**src/core/block_output_defs.svh**
```systemverilog
// How it works
// - ED 8B: memory byte to page-zero port
// - once-decrement: pointer, port, counter minus one
// - single-step flags from new counter and data
// - single-step takes 14 or 15 states
// - ED 9B repeats until counter zero, 256
// - repeat pauses for interrupts, then resumes transparently
// - repeat iterations 16/17, final 14/15 states
// - repeat completion: S,H,C clear; Z,P set
// - ED BB: counter minus one as high byte, port low
// - full repeat decrements pointer, 256 from zero
// - full repeat: interrupts and refresh between transfers
// - ED 83 increments pointer and port
`ifndef BLOCK_OUTPUT_DEFS_SVH
`define BLOCK_OUTPUT_DEFS_SVH

// register byte offsets
`define REG_CTRL            8'h00
`define REG_POINTER         8'h04
`define REG_PORT            8'h08
`define REG_COUNT           8'h0c
`define REG_FLAGS           8'h10
`define REG_STATUS          8'h14
`define REG_LAST            8'h18

// control and status word fields
`define CTRL_PREFIX         15:8
`define CTRL_OPCODE         7:0
`define STATUS_BUSY         0
`define STATUS_PAUSED       1
`define STATUS_BADOP        2

// opcode bytes
`define PREFIX_BYTE         8'hed
`define OP_P0_DEC_ONCE      8'h8b
`define OP_P0_INC_ONCE      8'h83
`define OP_P0_DEC_REPEAT    8'h9b
`define OP_FULL_DEC_REPEAT  8'hbb

// reset values and constants
`define POINTER_RST         16'h0000
`define BYTE_RST            8'h00
`define BYTE_MAX            8'hff
`define PAGE_ZERO           8'h00
`define INTERNAL_PORT_TOP   8'h3f
`define NIBBLE_ZERO         4'h0

// clock states per iteration
`define T_ONCE_INT          5'd14
`define T_ONCE_EXT          5'd15
`define T_REP_INT           5'd16
`define T_REP_EXT           5'd17
`define T_FULL_INT          5'd14
`define T_FULL_EXT          5'd15
`define T_FULL_LAST_INT     5'd12
`define T_FULL_LAST_EXT     5'd13
`define T_STEP              5'd1

// ahb-lite
`define HTRANS_ACTIVE_BIT   1
`define HRESP_OKAY          1'b0

`endif

```
**src/core/block_output_pkg.sv**
```systemverilog
package block_output_pkg;

   typedef enum logic [2:0] {
      S_IDLE,
      S_READ,
      S_WRITE,
      S_SEND,
      S_UPDATE,
      S_PAD,
      S_INTWAIT,
      S_REFRESH
   } state_t;

   typedef enum logic [1:0] {
      M_ONCE,
      M_REPEAT,
      M_FULL
   } mode_t;

   typedef struct packed {
      logic sign;
      logic zero;
      logic rsv5;
      logic half;
      logic rsv3;
      logic parity;
      logic subtract;
      logic carry;
   } flags_t;

   typedef struct packed {
      logic       valid;
      logic       write;
      logic [7:0] offset;
   } busPhase_t;

   typedef struct packed {
      logic [15:0] addr;
      logic [7:0]  data;
   } ioWord_t;

endpackage

```
**src/core/block_output_sequencer.sv**
```systemverilog
// Design decisions made here: the address map and the AHB-Lite register port.
`timescale 1ns/1ps
`include "block_output_defs.svh"
module block_output_sequencer (
   // clock and reset
   input  wire logic        clock,
   input  wire logic        rst_n,
   // ahb-lite slave
   input  wire logic        hsel,
   input  wire logic [31:0] haddr,
   input  wire logic [1:0]  htrans,
   input  wire logic        hwrite,
   input  wire logic [2:0]  hsize,
   input  wire logic        hready,
   input  wire logic [31:0] hwdata,
   output logic [31:0]      hrdata,
   output logic             hreadyout,
   output logic             hresp,
   // memory read port
   output logic             memReq,
   output logic [15:0]      memAddr,
   input  wire logic        memValid,
   input  wire logic [7:0]  memData,
   // i/o write port
   output logic             ioValid,
   output logic [15:0]      ioAddr,
   output logic [7:0]       ioData,
   input  wire logic        ioReady,
   // interrupt and refresh
   input  wire logic        irqReq,
   output logic             irqAck,
   output logic             refresh
);
   block_output_pkg::state_t    state_r;
   block_output_pkg::state_t    stateNxt;
   block_output_pkg::mode_t     mode_r;
   block_output_pkg::flags_t    flags_r;
   block_output_pkg::busPhase_t phase_r;
   block_output_pkg::ioWord_t   io_r;

   logic [15:0] pointer_r;
   logic [7:0]  port_r;
   logic [7:0]  count_r;
   logic [7:0]  last_r;
   logic        incr_r;
   logic        extPort_r;
   logic        badOp_r;
   logic [4:0]  tCnt_r;
   logic        irqMeta_r;
   logic        irqSync_r;
   logic        memReq_r;
   logic        ioValid_r;
   logic        irqAck_r;
   logic        refresh_r;
   logic [31:0] hrdata_r;
   logic        hreadyout_r;
   logic        bufInReady;
   logic        bufOutValid;
   logic [7:0]  bufOutData;

   // bus decode
   wire        addrPhase = hsel && htrans[`HTRANS_ACTIVE_BIT] && hready;
   wire        dataWrite = phase_r.valid && phase_r.write;
   wire        dataRead  = phase_r.valid && !phase_r.write;
   wire        idle      = (state_r == block_output_pkg::S_IDLE);
   wire        wrCtrl    = dataWrite && (phase_r.offset == `REG_CTRL);
   wire        wrPointer = dataWrite && (phase_r.offset == `REG_POINTER) && idle;
   wire        wrPort    = dataWrite && (phase_r.offset == `REG_PORT) && idle;
   wire        wrCount   = dataWrite && (phase_r.offset == `REG_COUNT) && idle;
   wire        wrFlags   = dataWrite && (phase_r.offset == `REG_FLAGS) && idle;
   wire        wrStatus  = dataWrite && (phase_r.offset == `REG_STATUS);

   // opcode decode
   wire [7:0]  opByte    = hwdata[`CTRL_OPCODE];
   wire        prefixOk  = (hwdata[`CTRL_PREFIX] == `PREFIX_BYTE);
   wire        opDecOnce = prefixOk && (opByte == `OP_P0_DEC_ONCE);
   wire        opIncOnce = prefixOk && (opByte == `OP_P0_INC_ONCE);
   wire        opDecRep  = prefixOk && (opByte == `OP_P0_DEC_REPEAT);
   wire        opFullRep = prefixOk && (opByte == `OP_FULL_DEC_REPEAT);
   wire        opKnown   = opDecOnce || opIncOnce || opDecRep || opFullRep;
   wire        start     = wrCtrl && idle && opKnown;
   wire        badOpSet  = wrCtrl && idle && !opKnown;

   block_output_pkg::mode_t startMode;
   assign startMode = opDecRep  ? block_output_pkg::M_REPEAT :
                      opFullRep ? block_output_pkg::M_FULL :
                                  block_output_pkg::M_ONCE;

   // register read mux
   wire [31:0] statusWord = {29'h0000000, badOp_r,
                             (state_r == block_output_pkg::S_INTWAIT), !idle};
   wire [7:0]  rdOff      = phase_r.offset;
   wire [31:0] readMux    =
      (rdOff == `REG_POINTER) ? {16'h0000, pointer_r} :
      (rdOff == `REG_PORT)    ? {24'h000000, port_r} :
      (rdOff == `REG_COUNT)   ? {24'h000000, count_r} :
      (rdOff == `REG_FLAGS)   ? {24'h000000, flags_r & 8'hd7} :
      (rdOff == `REG_STATUS)  ? statusWord :
      (rdOff == `REG_LAST)    ? {24'h000000, last_r} :
                                32'h00000000;

   // datapath arithmetic, wrapping by width
   wire [7:0]  countDec  = count_r - 8'h01;
   wire [7:0]  portStep  = incr_r ? port_r + 8'h01 : port_r - 8'h01;
   wire [15:0] ptrStep   = incr_r ? pointer_r + 16'h0001
                                  : pointer_r - 16'h0001;
   wire        fullMode  = (mode_r == block_output_pkg::M_FULL);
   wire [7:0]  upperAddr = fullMode ? countDec : `PAGE_ZERO;
   wire        extNxt    = fullMode || (port_r > `INTERNAL_PORT_TOP);
   wire        finished  = (mode_r == block_output_pkg::M_ONCE) || (count_r == `BYTE_RST);

   // clock states for the iteration just ending
   wire [4:0]  tTarget   =
      (mode_r == block_output_pkg::M_ONCE) ?
         (extPort_r ? `T_ONCE_EXT : `T_ONCE_INT) :
      (mode_r == block_output_pkg::M_REPEAT) ?
         (finished ? (extPort_r ? `T_ONCE_EXT : `T_ONCE_INT)
                   : (extPort_r ? `T_REP_EXT : `T_REP_INT)) :
         (finished ? (extPort_r ? `T_FULL_LAST_EXT : `T_FULL_LAST_INT)
                   : (extPort_r ? `T_FULL_EXT : `T_FULL_INT));
   // a following refresh cycle counts inside the iteration's states
   wire [4:0]  padLast   = (fullMode && !finished) ? tTarget - `T_STEP - `T_STEP
                                                   : tTarget - `T_STEP;
   wire        padDone   = (tCnt_r >= padLast);
   wire        pushByte  = (state_r == block_output_pkg::S_READ) && memValid;
   wire        popByte   = (state_r == block_output_pkg::S_WRITE) && bufOutValid;
   wire        afterPause = fullMode ? 1'b1 : 1'b0;

   // sequencing
   always_comb begin
      stateNxt = state_r;
      case (state_r)
         block_output_pkg::S_IDLE: begin
            if (start) stateNxt = block_output_pkg::S_READ;
         end
         block_output_pkg::S_READ: begin
            if (pushByte && bufInReady) stateNxt = block_output_pkg::S_WRITE;
         end
         block_output_pkg::S_WRITE: begin
            if (popByte) stateNxt = block_output_pkg::S_SEND;
         end
         block_output_pkg::S_SEND: begin
            if (ioReady) stateNxt = block_output_pkg::S_UPDATE;
         end
         block_output_pkg::S_UPDATE: begin
            stateNxt = block_output_pkg::S_PAD;
         end
         block_output_pkg::S_PAD: begin
            if (padDone) begin
               if (finished) stateNxt = block_output_pkg::S_IDLE;
               else if (irqSync_r) stateNxt = block_output_pkg::S_INTWAIT;
               else if (fullMode) stateNxt = block_output_pkg::S_REFRESH;
               else stateNxt = block_output_pkg::S_READ;
            end
         end
         block_output_pkg::S_INTWAIT: begin
            if (!irqSync_r) begin
               stateNxt = afterPause ? block_output_pkg::S_REFRESH
                                     : block_output_pkg::S_READ;
            end
         end
         block_output_pkg::S_REFRESH: begin
            stateNxt = block_output_pkg::S_READ;
         end
         default: stateNxt = block_output_pkg::S_IDLE;
      endcase
   end

   // interrupt request synchroniser
   always_ff @(posedge clock) begin
      if (!rst_n) begin
         irqMeta_r <= 1'b0;
         irqSync_r <= 1'b0;
      end else begin
         irqMeta_r <= irqReq;
         irqSync_r <= irqMeta_r;
      end
   end

   // bus phases
   always_ff @(posedge clock) begin
      if (!rst_n) begin
         phase_r     <= '0;
         hrdata_r    <= 32'h00000000;
         hreadyout_r <= 1'b1;
      end else begin
         if (hreadyout_r) begin
            phase_r.valid  <= addrPhase;
            phase_r.write  <= hwrite;
            phase_r.offset <= haddr[7:0];
            hreadyout_r    <= !(addrPhase && !hwrite);
         end else begin
            phase_r.valid  <= 1'b0;
            hreadyout_r    <= 1'b1;
         end
         if (dataRead) hrdata_r <= readMux;
      end
   end

   // state and timing
   always_ff @(posedge clock) begin
      if (!rst_n) begin
         state_r <= block_output_pkg::S_IDLE;
         tCnt_r  <= 5'd0;
      end else begin
         state_r <= stateNxt;
         if (stateNxt == block_output_pkg::S_READ && state_r != block_output_pkg::S_READ)
            tCnt_r <= 5'd0;
         else if (tCnt_r != 5'h1f)
            tCnt_r <= tCnt_r + `T_STEP;
      end
   end

   // output strobes
   always_ff @(posedge clock) begin
      if (!rst_n) begin
         memReq_r  <= 1'b0;
         irqAck_r  <= 1'b0;
         refresh_r <= 1'b0;
      end else begin
         memReq_r  <= (stateNxt == block_output_pkg::S_READ);
         irqAck_r  <= (stateNxt == block_output_pkg::S_INTWAIT);
         refresh_r <= (stateNxt == block_output_pkg::S_REFRESH);
      end
   end

   // i/o write word
   always_ff @(posedge clock) begin
      if (!rst_n) begin
         io_r      <= '0;
         ioValid_r <= 1'b0;
         extPort_r <= 1'b0;
      end else if (popByte) begin
         io_r.addr <= {upperAddr, port_r};
         io_r.data <= bufOutData;
         ioValid_r <= 1'b1;
         extPort_r <= extNxt;
      end else if (state_r == block_output_pkg::S_SEND && ioReady) begin
         ioValid_r <= 1'b0;
      end
   end

   // programmer-visible registers
   always_ff @(posedge clock) begin
      if (!rst_n) begin
         pointer_r <= `POINTER_RST;
         port_r    <= `BYTE_RST;
         count_r   <= `BYTE_RST;
         last_r    <= `BYTE_RST;
         flags_r   <= '0;
         mode_r    <= block_output_pkg::M_ONCE;
         incr_r    <= 1'b0;
         badOp_r   <= 1'b0;
      end else begin
         if (wrPointer) pointer_r <= hwdata[15:0];
         if (wrPort) port_r <= hwdata[7:0];
         if (wrCount) count_r <= hwdata[7:0];
         if (wrFlags) flags_r <= hwdata[7:0] & 8'hd7;
         if (badOpSet) badOp_r <= 1'b1;
         else if (wrStatus && hwdata[`STATUS_BADOP]) badOp_r <= 1'b0;
         if (start) begin
            mode_r <= startMode;
            incr_r <= opIncOnce;
         end
         if (state_r == block_output_pkg::S_UPDATE) begin
            last_r    <= io_r.data;
            pointer_r <= ptrStep;
            count_r   <= countDec;
            if (!fullMode) port_r <= portStep;
            case (mode_r)
               block_output_pkg::M_ONCE: begin
                  flags_r.sign     <= countDec[7];
                  flags_r.zero     <= (countDec == `BYTE_RST);
                  flags_r.half     <= (count_r[3:0] == `NIBBLE_ZERO);
                  flags_r.parity   <= ~^countDec;
                  flags_r.subtract <= io_r.data[7];
                  flags_r.carry    <= (countDec == `BYTE_MAX);
               end
               block_output_pkg::M_REPEAT: begin
                  if (countDec == `BYTE_RST) begin
                     flags_r.sign     <= 1'b0;
                     flags_r.zero     <= 1'b1;
                     flags_r.half     <= 1'b0;
                     flags_r.parity   <= 1'b1;
                     flags_r.subtract <= io_r.data[7];
                     flags_r.carry    <= 1'b0;
                  end
               end
               default: begin
                  if (countDec == `BYTE_RST) begin
                     flags_r.zero     <= 1'b1;
                     flags_r.subtract <= 1'b1;
                  end
               end
            endcase
         end
      end
   end

   // byte path from memory to the i/o port
   two_entry_buffer #(
      .WIDTH (8),
      .DEPTH (2)
   ) u_buffer (
      .clock    (clock),
      .rst_n    (rst_n),
      .inValid  (pushByte),
      .inReady  (bufInReady),
      .inData   (memData),
      .outValid (bufOutValid),
      .outReady (state_r == block_output_pkg::S_WRITE),
      .outData  (bufOutData)
   );

   assign hrdata    = hrdata_r;
   assign hreadyout = hreadyout_r;
   assign hresp     = `HRESP_OKAY;
   assign memReq    = memReq_r;
   assign memAddr   = pointer_r;
   assign ioValid   = ioValid_r;
   assign ioAddr    = io_r.addr;
   assign ioData    = io_r.data;
   assign irqAck    = irqAck_r;
   assign refresh   = refresh_r;

   wire unusedBits = ^{haddr[31:8], hsize, hwdata[31:16]};
endmodule // block_output_sequencer

```
**src/core/two_entry_buffer.sv**
```systemverilog
`timescale 1ns/1ps
module two_entry_buffer #(
   parameter int WIDTH = 8,
   parameter int DEPTH = 2
) (
   // clock and reset
   input  wire logic             clock,
   input  wire logic             rst_n,
   // filling side
   input  wire logic             inValid,
   output logic                  inReady,
   input  wire logic [WIDTH-1:0] inData,
   // draining side
   output logic                  outValid,
   input  wire logic             outReady,
   output logic [WIDTH-1:0]      outData
);
   localparam int PW = (DEPTH > 1) ? $clog2(DEPTH) : 1;

   logic [WIDTH-1:0] store_r [DEPTH];
   logic [PW-1:0]    wrPtr_r;
   logic [PW-1:0]    rdPtr_r;
   logic [PW:0]      fill_r;

   wire push = inValid && inReady;
   wire pop  = outValid && outReady;
   wire [PW-1:0] wrPtrNxt = (wrPtr_r == PW'(DEPTH - 1)) ? '0 : wrPtr_r + 1'b1;
   wire [PW-1:0] rdPtrNxt = (rdPtr_r == PW'(DEPTH - 1)) ? '0 : rdPtr_r + 1'b1;

   assign inReady  = (fill_r != (PW+1)'(DEPTH));
   assign outValid = (fill_r != '0);
   assign outData  = store_r[rdPtr_r];

   always_ff @(posedge clock) begin
      if (push) begin
         store_r[wrPtr_r] <= inData;
      end
   end

   always_ff @(posedge clock) begin
      if (!rst_n) begin
         wrPtr_r <= '0;
         rdPtr_r <= '0;
         fill_r  <= '0;
      end else begin
         if (push) wrPtr_r <= wrPtrNxt;
         if (pop) rdPtr_r <= rdPtrNxt;
         if (push && !pop) fill_r <= fill_r + 1'b1;
         else if (pop && !push) fill_r <= fill_r - 1'b1;
      end
   end
endmodule // two_entry_buffer

```
**config.mk**
```make
export PLATFORM = sky130hd
export DESIGN_NAME = block_output_sequencer
export DESIGN_NICKNAME = d
export VERILOG_FILES = /design/src/core/block_output_pkg.sv /design/src/core/block_output_sequencer.sv /design/src/core/two_entry_buffer.sv
export VERILOG_INCLUDE_DIRS = /design/src /design/src/core
export SDC_FILE = /design/constraint.sdc
export NUM_CORES = 1
export LEC_CHECK = 0
export ABC_AREA = 1
export BUFFER_PORTS_ARGS = -buffer_cell sky130_fd_sc_hd__buf_2
export CORE_MARGIN = 3
export CORE_UTILIZATION = 55
export CTS_BUF_LIST = sky130_fd_sc_hd__clkbuf_8
export CTS_CLUSTER_DIAMETER = 100
export DETAILED_ROUTE_END_ITERATION = 6
export HOLD_SLACK_MARGIN = 0.1
export MAX_ROUTING_LAYER = met4
export PLACE_DENSITY = 0.8
export SLEW_MARGIN = 20
export SYNTH_ARGS = -nofsm -noshare
export SYNTH_HDL_FRONTEND = slang
export SYNTH_SLANG_ARGS = --single-unit
```
**constraint.sdc**
```tcl
create_clock -name clock -period 4.9 [get_ports clock]
set_input_delay 0.245 -clock clock [delete_from_list [all_inputs] [get_ports clock]]
set_output_delay 0.245 -clock clock [all_outputs]
set_load 0.02 [all_outputs]
```
### After elaboration in Yosys (flattened, before gate mapping)

Memory sizes are Yosys's and may differ from the RTL's. A register that Yosys moved wholly into a read port is not among the register bits.
Cells that the tools add are included.

| operators by class | value |
|---|---|
| magnitude comparators | 2 |
| add/subtract/negate cells | 12 |
| equal/unequal tests | 27 |
| reductions and logical operators | 60 |
| muxes and demuxes | 63 |
| bitwise gates (word level) | 1 |

Operators by type and width:

| operator | count |
|---|---|
| two-way mux 8 bit | 13 |
| two-way mux 16 bit | 4 |
| == test 8 bit (second input constant) | 6 |
| two-way mux 3 bit | 12 |
| logical AND 1 bit | 31 |
| == test 8 x 5 -> 1 bit (second input constant) | 3 |
| zero test 8 bit | 3 |
| case mux 3 bit (8 select lines) | 1 |
| two-way mux 5 bit | 4 |
| == test 3 bit (second input constant) | 6 |
| adder 16 x 1 -> 16 bit (second input constant) | 1 |
| == test 8 x 4 -> 1 bit (second input constant) | 2 |
| two-way mux 1 bit | 16 |
| subtractor 16 x 1 -> 16 bit (second input constant) | 1 |
| subtractor 8 x 1 -> 8 bit (second input constant) | 2 |
| two-way mux 2 bit | 7 |
| case mux 1 bit (2 select lines) | 6 |
| nonzero test 2 bit | 6 |
| subtractor 5 x 1 -> 5 bit (second input constant) | 2 |
| zero test 1 bit | 9 |
| adder 8 x 1 -> 8 bit (second input constant) | 1 |
| == test 8 x 3 -> 1 bit (second input constant) | 1 |
| > comparator 8 x 6 -> 1 bit (second input constant) | 1 |
| XNOR reduction 8 bit | 1 |
| 19 further kinds | 26 |

| storage, ports and cells | value |
|---|---|
| word-level logic and storage cells | 197 |
| memories | 1 |
| bits in writable memories | 16 |
| flip-flop bits (word level) | 128 |
| bits of input ports | 85 |

Memory list:

| name | words | bits a word | rd ports | clocked after Yosys merged registers in | wr ports | line | source |
|---|---|---|---|---|---|---|---|
| u_buffer.store_r | 2 | 8 | 1 | 1 | 1 | two_entry_buffer.sv:20 | `logic [WIDTH-1:0] store_r [DEPTH];` |

### Longest topological paths before layout

| logic depth | value |
|---|---|
| depth after elaboration | 14 |
| mapped depth | 28 |
| depth with buffers taken out | 28 |

### Cells and area by module

A second synthesis with hierarchy kept.

| unflattened totals | value |
|---|---|
| cell total of the unflattened synthesis | 1071 |
| area, all modules | 7737.4 um^2 |

By module, submodules not included:

| module | area each (um^2) | cells each | times used |
|---|---|---|---|
| block_output_sequencer | 6901.6 | 1009 | 1 |
| two_entry_buffer | 835.8 | 62 | 1 |

### Worst setup path after synthesis

Ideal clock, no wire load.

| path | value |
|---|---|
| path type | flip-flop to flip-flop |
| from | reg count_r[0] |
| to | reg tCnt_r[1] |
| library setup time | 0.116 ns |
| cell stages (with the launch flop) | 28 |
| setup slack | 1.244 ns |
| data arrival time | 3.540 ns |
| clock period less this slack | 3.656 ns |
| data required time | 4.784 ns |
| cell sequence | dfxtp_1 inv_1 ha_1 nand2_1 nor2_1 nand2_1 inv_1 nor2_1 ha_1 nor2_1 ha_1 inv_1 ha_1 nor3_1 xnor2_1 inv_1 ha_1 nand2_1 a21oi_1 nor2_1 nand2_1 nand2_1 nand2_1 nand3_1 nor2_1 nand3_2 nand2_2 nor2_1 |

| on the way | value |
|---|---|
| cells in the longest elaborated chain, start to end | 14 |
| elaborated cells between the ends (all ways) | 18 |
| classes of those cells | 2 x add/sub; 1 x order compare; 1 x eq/ne; 8 x mux; 6 x reduce/logical |

RTL lines:

| what | line | source |
|---|---|---|
| from (decl) | block_output_sequencer.sv:43 | `logic [7:0] count_r;` |
| from (signal assigned) | block_output_sequencer.sv:248 | `` count_r <= `BYTE_RST; `` |
| from (signal assigned) | block_output_sequencer.sv:257 | `if (wrCount) count_r <= hwdata[7:0];` |
| from (signal assigned) | block_output_sequencer.sv:268 | `count_r <= countDec;` |
| zero test 8 bit (no line) (*) | -- |  |
| logical OR 1 bit (*) | block_output_sequencer.sv:110 | `` wire finished = (mode_r == block_output_pkg::M_ONCE) \|\| (count_r == `BYTE_RST); `` |
| two-way mux 2 bit or two-way mux 5 bit (tied branches) | block_output_sequencer.sv:119, block_output_sequencer.sv:117 |  |
| two-way mux 5 bit | block_output_sequencer.sv:116 | `(mode_r == block_output_pkg::M_REPEAT) ?` |
| two-way mux 5 bit | block_output_sequencer.sv:114 | `(mode_r == block_output_pkg::M_ONCE) ?` |
| subtractor 5 x 1 -> 5 bit (no line) (2 in series) | -- |  |
| two-way mux 5 bit (no line) | -- |  |
| greater-or-equal comparator 5 bit | block_output_sequencer.sv:124 | `wire padDone = (tCnt_r >= padLast);` |
| two-way mux 3 bit (*) | block_output_sequencer.sv:149 | `if (padDone) begin` |
| case mux 3 bit (8 select lines) (*) | block_output_sequencer.sv:132 | `case (state_r)` |
| == test 3 x 1 -> 1 bit (*) | block_output_sequencer.sv:207 | `if (stateNxt == block_output_pkg::S_READ && state_r != block_output_pkg::S_READ)` |
| logical AND 1 bit (*) | block_output_sequencer.sv:207 |  |
| OR reduction 2 bit (no line) (*) | -- |  |
| to (signal assigned) | block_output_sequencer.sv:210 | `` tCnt_r <= tCnt_r + `T_STEP; `` |
| to (decl) | block_output_sequencer.sv:48 | `logic [4:0] tCnt_r;` |

Mark *: on every way between the ends. The rest lies on a longest branch, timed or not.
A chain may end at the register's enable or synchronous reset.

### Final worst setup path

| path | value |
|---|---|
| from | reg count_r[0] |
| to | reg tCnt_r[3] |

Same word-level chain as after synthesis.

==> run summary <==
Hold WS: 0.136 ns
Fmax achieved: 235 MHz
internal power: 0.00174 W
worst hold endpoint: flags_r[6]
switch share: 23.7%
most used standard cells in the synthesized netlist: sky130_fd_sc_hd__nand2_1, sky130_fd_sc_hd__nor2_1, sky130_fd_sc_hd__dfxtp_1
vias in the first global route: 6,809
Core Rows: 42
I/O pin count: 163
Slew Limit Fails: 0
start point of the worst min-delay path: hwdata[6]
global placement routability congestion: 0.968
footprint of the multi-input gates: 4110 um^2
setup violation total in the final timing report: 0
leakage dissipation: 4.15 nW
Tot GR Track Use: 28.4%
final cycle utilization of the critical path: 86.9%
post-synthesis area per instance: 7.12 um^2
total DRC errors in the routed layout: 0
clock tree from TritonCTS: done
DRC marker count from the first detailed-route iteration: 558
overall via count from detail_route: 7,498
worst-case reg-to-reg path depth: 27
drt pass-1 iters: 6
number of buffers created by CTS: 17
buffers plus inverters on the worst setup path: 4
core area: 13,400 um^2
area share of the leading cell type in the synthesized netlist: 31.5%
number of library cell types mapped by synthesis: 48
Clock Sinks: 136
Switching Power: 0.000540 W
CP delay by family, top: simple AND/OR/NAND/NOR gates
Chip Height: 124 um
unrepaired setup endpoints after global routing: no
status: finished clean
cell at the root of the clock tree: sky130_fd_sc_hd__clkbuf_8
Crit Reg-Reg Startpoint: count_r[0]
Port-buffer cells: 101
Fill cells: 1,171
area overhead of the layout relative to synthesis: 16.1%
worst hold path cell count: 3
final hold violation count: 0
floorplan die area: 15,300 um^2
width of the die: 124 um
Largest stage delay, worst path: 0.36 ns
end-of-flow core utilization: 66.0%
Pwr per Cell Area: 258 nW/um^2
layout cells sized above 1: 14.1%
Initial Util: 56.9%
Clk pwr share: 44.4%
startpoint class of the critical path: register
type of the tightest min-delay check: in2reg
dominant register cell in the synthesized netlist: sky130_fd_sc_hd__dfxtp_1
crit path capture type: register
most frequent cell after synthesis: sky130_fd_sc_hd__nand2_1
Least-Margin Pin Slew: 0.923 ns
Gate power share: 5.5%
worst vdd ir: 0.000194 V
Post-Syn Instances: 1,071
end of the worst register-to-register path: tCnt_r[3]
total negative slack for setup checks: 0 ns
maximum level of the CTS H-tree: 4
cell type of the slowest stage on the worst timing path: sky130_fd_sc_hd__dfxtp_1
sequential share of power: 50.1%
count of flip-flops with a built-in enable after synthesis: 16
clock latency on the worst-skew pair: 0.46 ns
net count reported at finish: 1,314
post-CTS clock slew at the launch and capture registers of the worst setup and hold paths: 0.08 ns
DRT Wirelength: 20,600 um
relative slew slack: 38.5%
initial antenna violation count: 2
global route overflow: 0
leading area contributor after synthesis: sky130_fd_sc_hd__dfxtp_1
largest buffer count on any clock path: 2
critical path required time: 5.25 ns
maximum net fanout on the critical path: 6
maximum number of pins on one net before global-route repair: 57
post-CTS sizing: 0
number of routed nets with antenna violations: 0
worst setup path class: reg2reg
proportion of synthesized chip area in sequential cells: 37.8%
synthesis-stage register bit count: 136
drt wl/cell: 15.0 um
Post-synth ARST share: 0%
estimated wirelength of the detail-placed design: 14,700 um
most area-consuming cells after synthesis: sky130_fd_sc_hd__dfxtp_1, sky130_fd_sc_hd__nand2_1, sky130_fd_sc_hd__a21oi_1, sky130_fd_sc_hd__ha_1, sky130_fd_sc_hd__edfxtp_1
Netlist Area Pre-Place: 7620 um^2
max capacitance violation total: 0
critical path arrival: 4.60 ns
DR vias/cell: 5.45
synthesis warning total: 0
storage element area: 2880 um^2
r2r setup slk: 0.64 ns
min cycle time layout: 4.26 ns
Max Clock Skew: 0.00927 ns
first-pass GRT wire length: 33,100 um
setup fix buffers added after clock tree synthesis: 0
==> cells in the final DEF, fill, tap and decap left out, drive strengths merged, types with 2 or more instances in the layout <==
cell type	n
a211oi	5
a21oi	106
a31oi	16
buf	106
bufinv	4
clkbuf	18
clkinv	6
clkinvlp	5
conb	17
dfxtp	120
diode	2
dlygate4sd3	22
edfxtp	16
fa	2
ha	41
inv	114
mux2i	2
nand2	238
nand3	58
nand3b	2
nand4	11
nor2	130
nor3	17
nor4	2
o211ai	14
o21ai	89
o21bai	2
or2	7
xnor2	7
xor2	15
==> registers in the layout, summed over array words and instances (netlist names), 3 cells and up <==
| register | count |
|---|---|
| state_r | 3 |
| flags_r | 6 |
| memAddr | 16 |
| tCnt_r | 5 |
| u_buffer.store_r | 16 |
| ioData | 8 |
| count_r | 8 |
| hrdata | 16 |
| rdOff | 8 |
| ioAddr | 16 |
| last_r | 8 |
| port_r | 8 |
==> final cells by class <==
class / instances / area share [%]
Tap cell: 176 / 2.49
Antenna cell: 2 / 0.0566
Clock inverter: 14 / 2.05
Inverter: 115 / 4.91
Multi-Input combinational cell: 788 / 46.5
Timing Repair Buffer: 128 / 8.63
Clock buffer: 18 / 2.80
Sequential cell: 136 / 32.6
==> metal layers <==
metal	track usage, %	routed length [um]
met1	35.1	8840
met2	46.2	9930
met4	9.69	454
met3	6.27	1380
met5	-	0
==> worst register-to-register path, cell delays in order, from the launching register on <==
cell	delay, ns
sky130_fd_sc_hd__dfxtp_1	0.36
sky130_fd_sc_hd__inv_1	0.21
sky130_fd_sc_hd__ha_1	0.22
sky130_fd_sc_hd__nand2_1	0.06
sky130_fd_sc_hd__nor2_1	0.24
sky130_fd_sc_hd__nand2_1	0.17
sky130_fd_sc_hd__inv_1	0.10
sky130_fd_sc_hd__nor2_1	0.04
sky130_fd_sc_hd__ha_1	0.28
sky130_fd_sc_hd__nor2_1	0.22
sky130_fd_sc_hd__ha_1	0.19
sky130_fd_sc_hd__inv_1	0.04
sky130_fd_sc_hd__ha_1	0.28
sky130_fd_sc_hd__nor3_1	0.22
sky130_fd_sc_hd__xnor2_1	0.15
sky130_fd_sc_hd__inv_1	0.06
sky130_fd_sc_hd__ha_1	0.29
sky130_fd_sc_hd__nand2_1	0.05
sky130_fd_sc_hd__a21oi_1	0.11
sky130_fd_sc_hd__nor2_1	0.08
sky130_fd_sc_hd__nand2_1	0.08
sky130_fd_sc_hd__nand2_1	0.06
sky130_fd_sc_hd__nand2_1	0.06
sky130_fd_sc_hd__nand3_1	0.06
sky130_fd_sc_hd__nor2_1	0.24
sky130_fd_sc_hd__nand3_2	0.11
sky130_fd_sc_hd__nand2_2	0.11
sky130_fd_sc_hd__nor2_1	0.07
==> kinds of logic (layout without fill, tap and decap cells) <==
group                      after synthesis  after routing  synth area share [%]
AOI/OAI and AO/OA                      237            237                  16.8
DFF                                    136            136                  37.8
xor gates and xnor gates                22             22                  2.53
buffers and inverters                  163            275                  9.06
and+or+nand+nor                        467            467                  26.2
muxes                                    2              2                 0.263
adders and majority gates               43             43                  7.26
other                                    1             19                0.0492
==> power groups by stage <==
stage	Clock (W)	Sequential (W)	Combinational [W]
final	0.00101	0.00114	0.000124
after global routing	0.00107	0.00114	0.000138
after CTS	0.00101	0.00114	0.000121
after detailed placement	0	0.00117	0.000108
after global placement	0	0.00117	0.000106
after floorplan	0	0.00117	0.0000765
==> worst max-delay path by stage <==
stage,to,depth (start not counted),slack [ns],start
final,tCnt_r[3],27,0.64,count_r[0]
after global routing,tCnt_r[3],27,0.17,count_r[0]
after CTS,tCnt_r[3],27,0.66,count_r[0]
after detailed placement,tCnt_r[3],27,0.68,count_r[0]
after global placement,tCnt_r[2],27,0.86,count_r[0]
after floorplan,tCnt_r[1],27,1.24,count_r[0]
==> stage by stage <==
stage	setup slack, ns	cells	total power (W)	instance area (um^2)
floorplan	1.24	1087	0.00125	7680
global placement	0.863	1321	0.00127	8190
detailed placement	0.675	1321	0.00128	8190
CTS	0.661	1375	0.00228	8840
global route	0.171	1377	0.00236	8850
finish	0.642	1377	0.00228	8850
==> timing repair <==
item	4_1_cts	5_1_grt
endpoints found under the hold margin	29	0
hold buffers	22	0
setup endpoints to repair	0	0
Note: power is estimated with default switching activity, not from simulation.
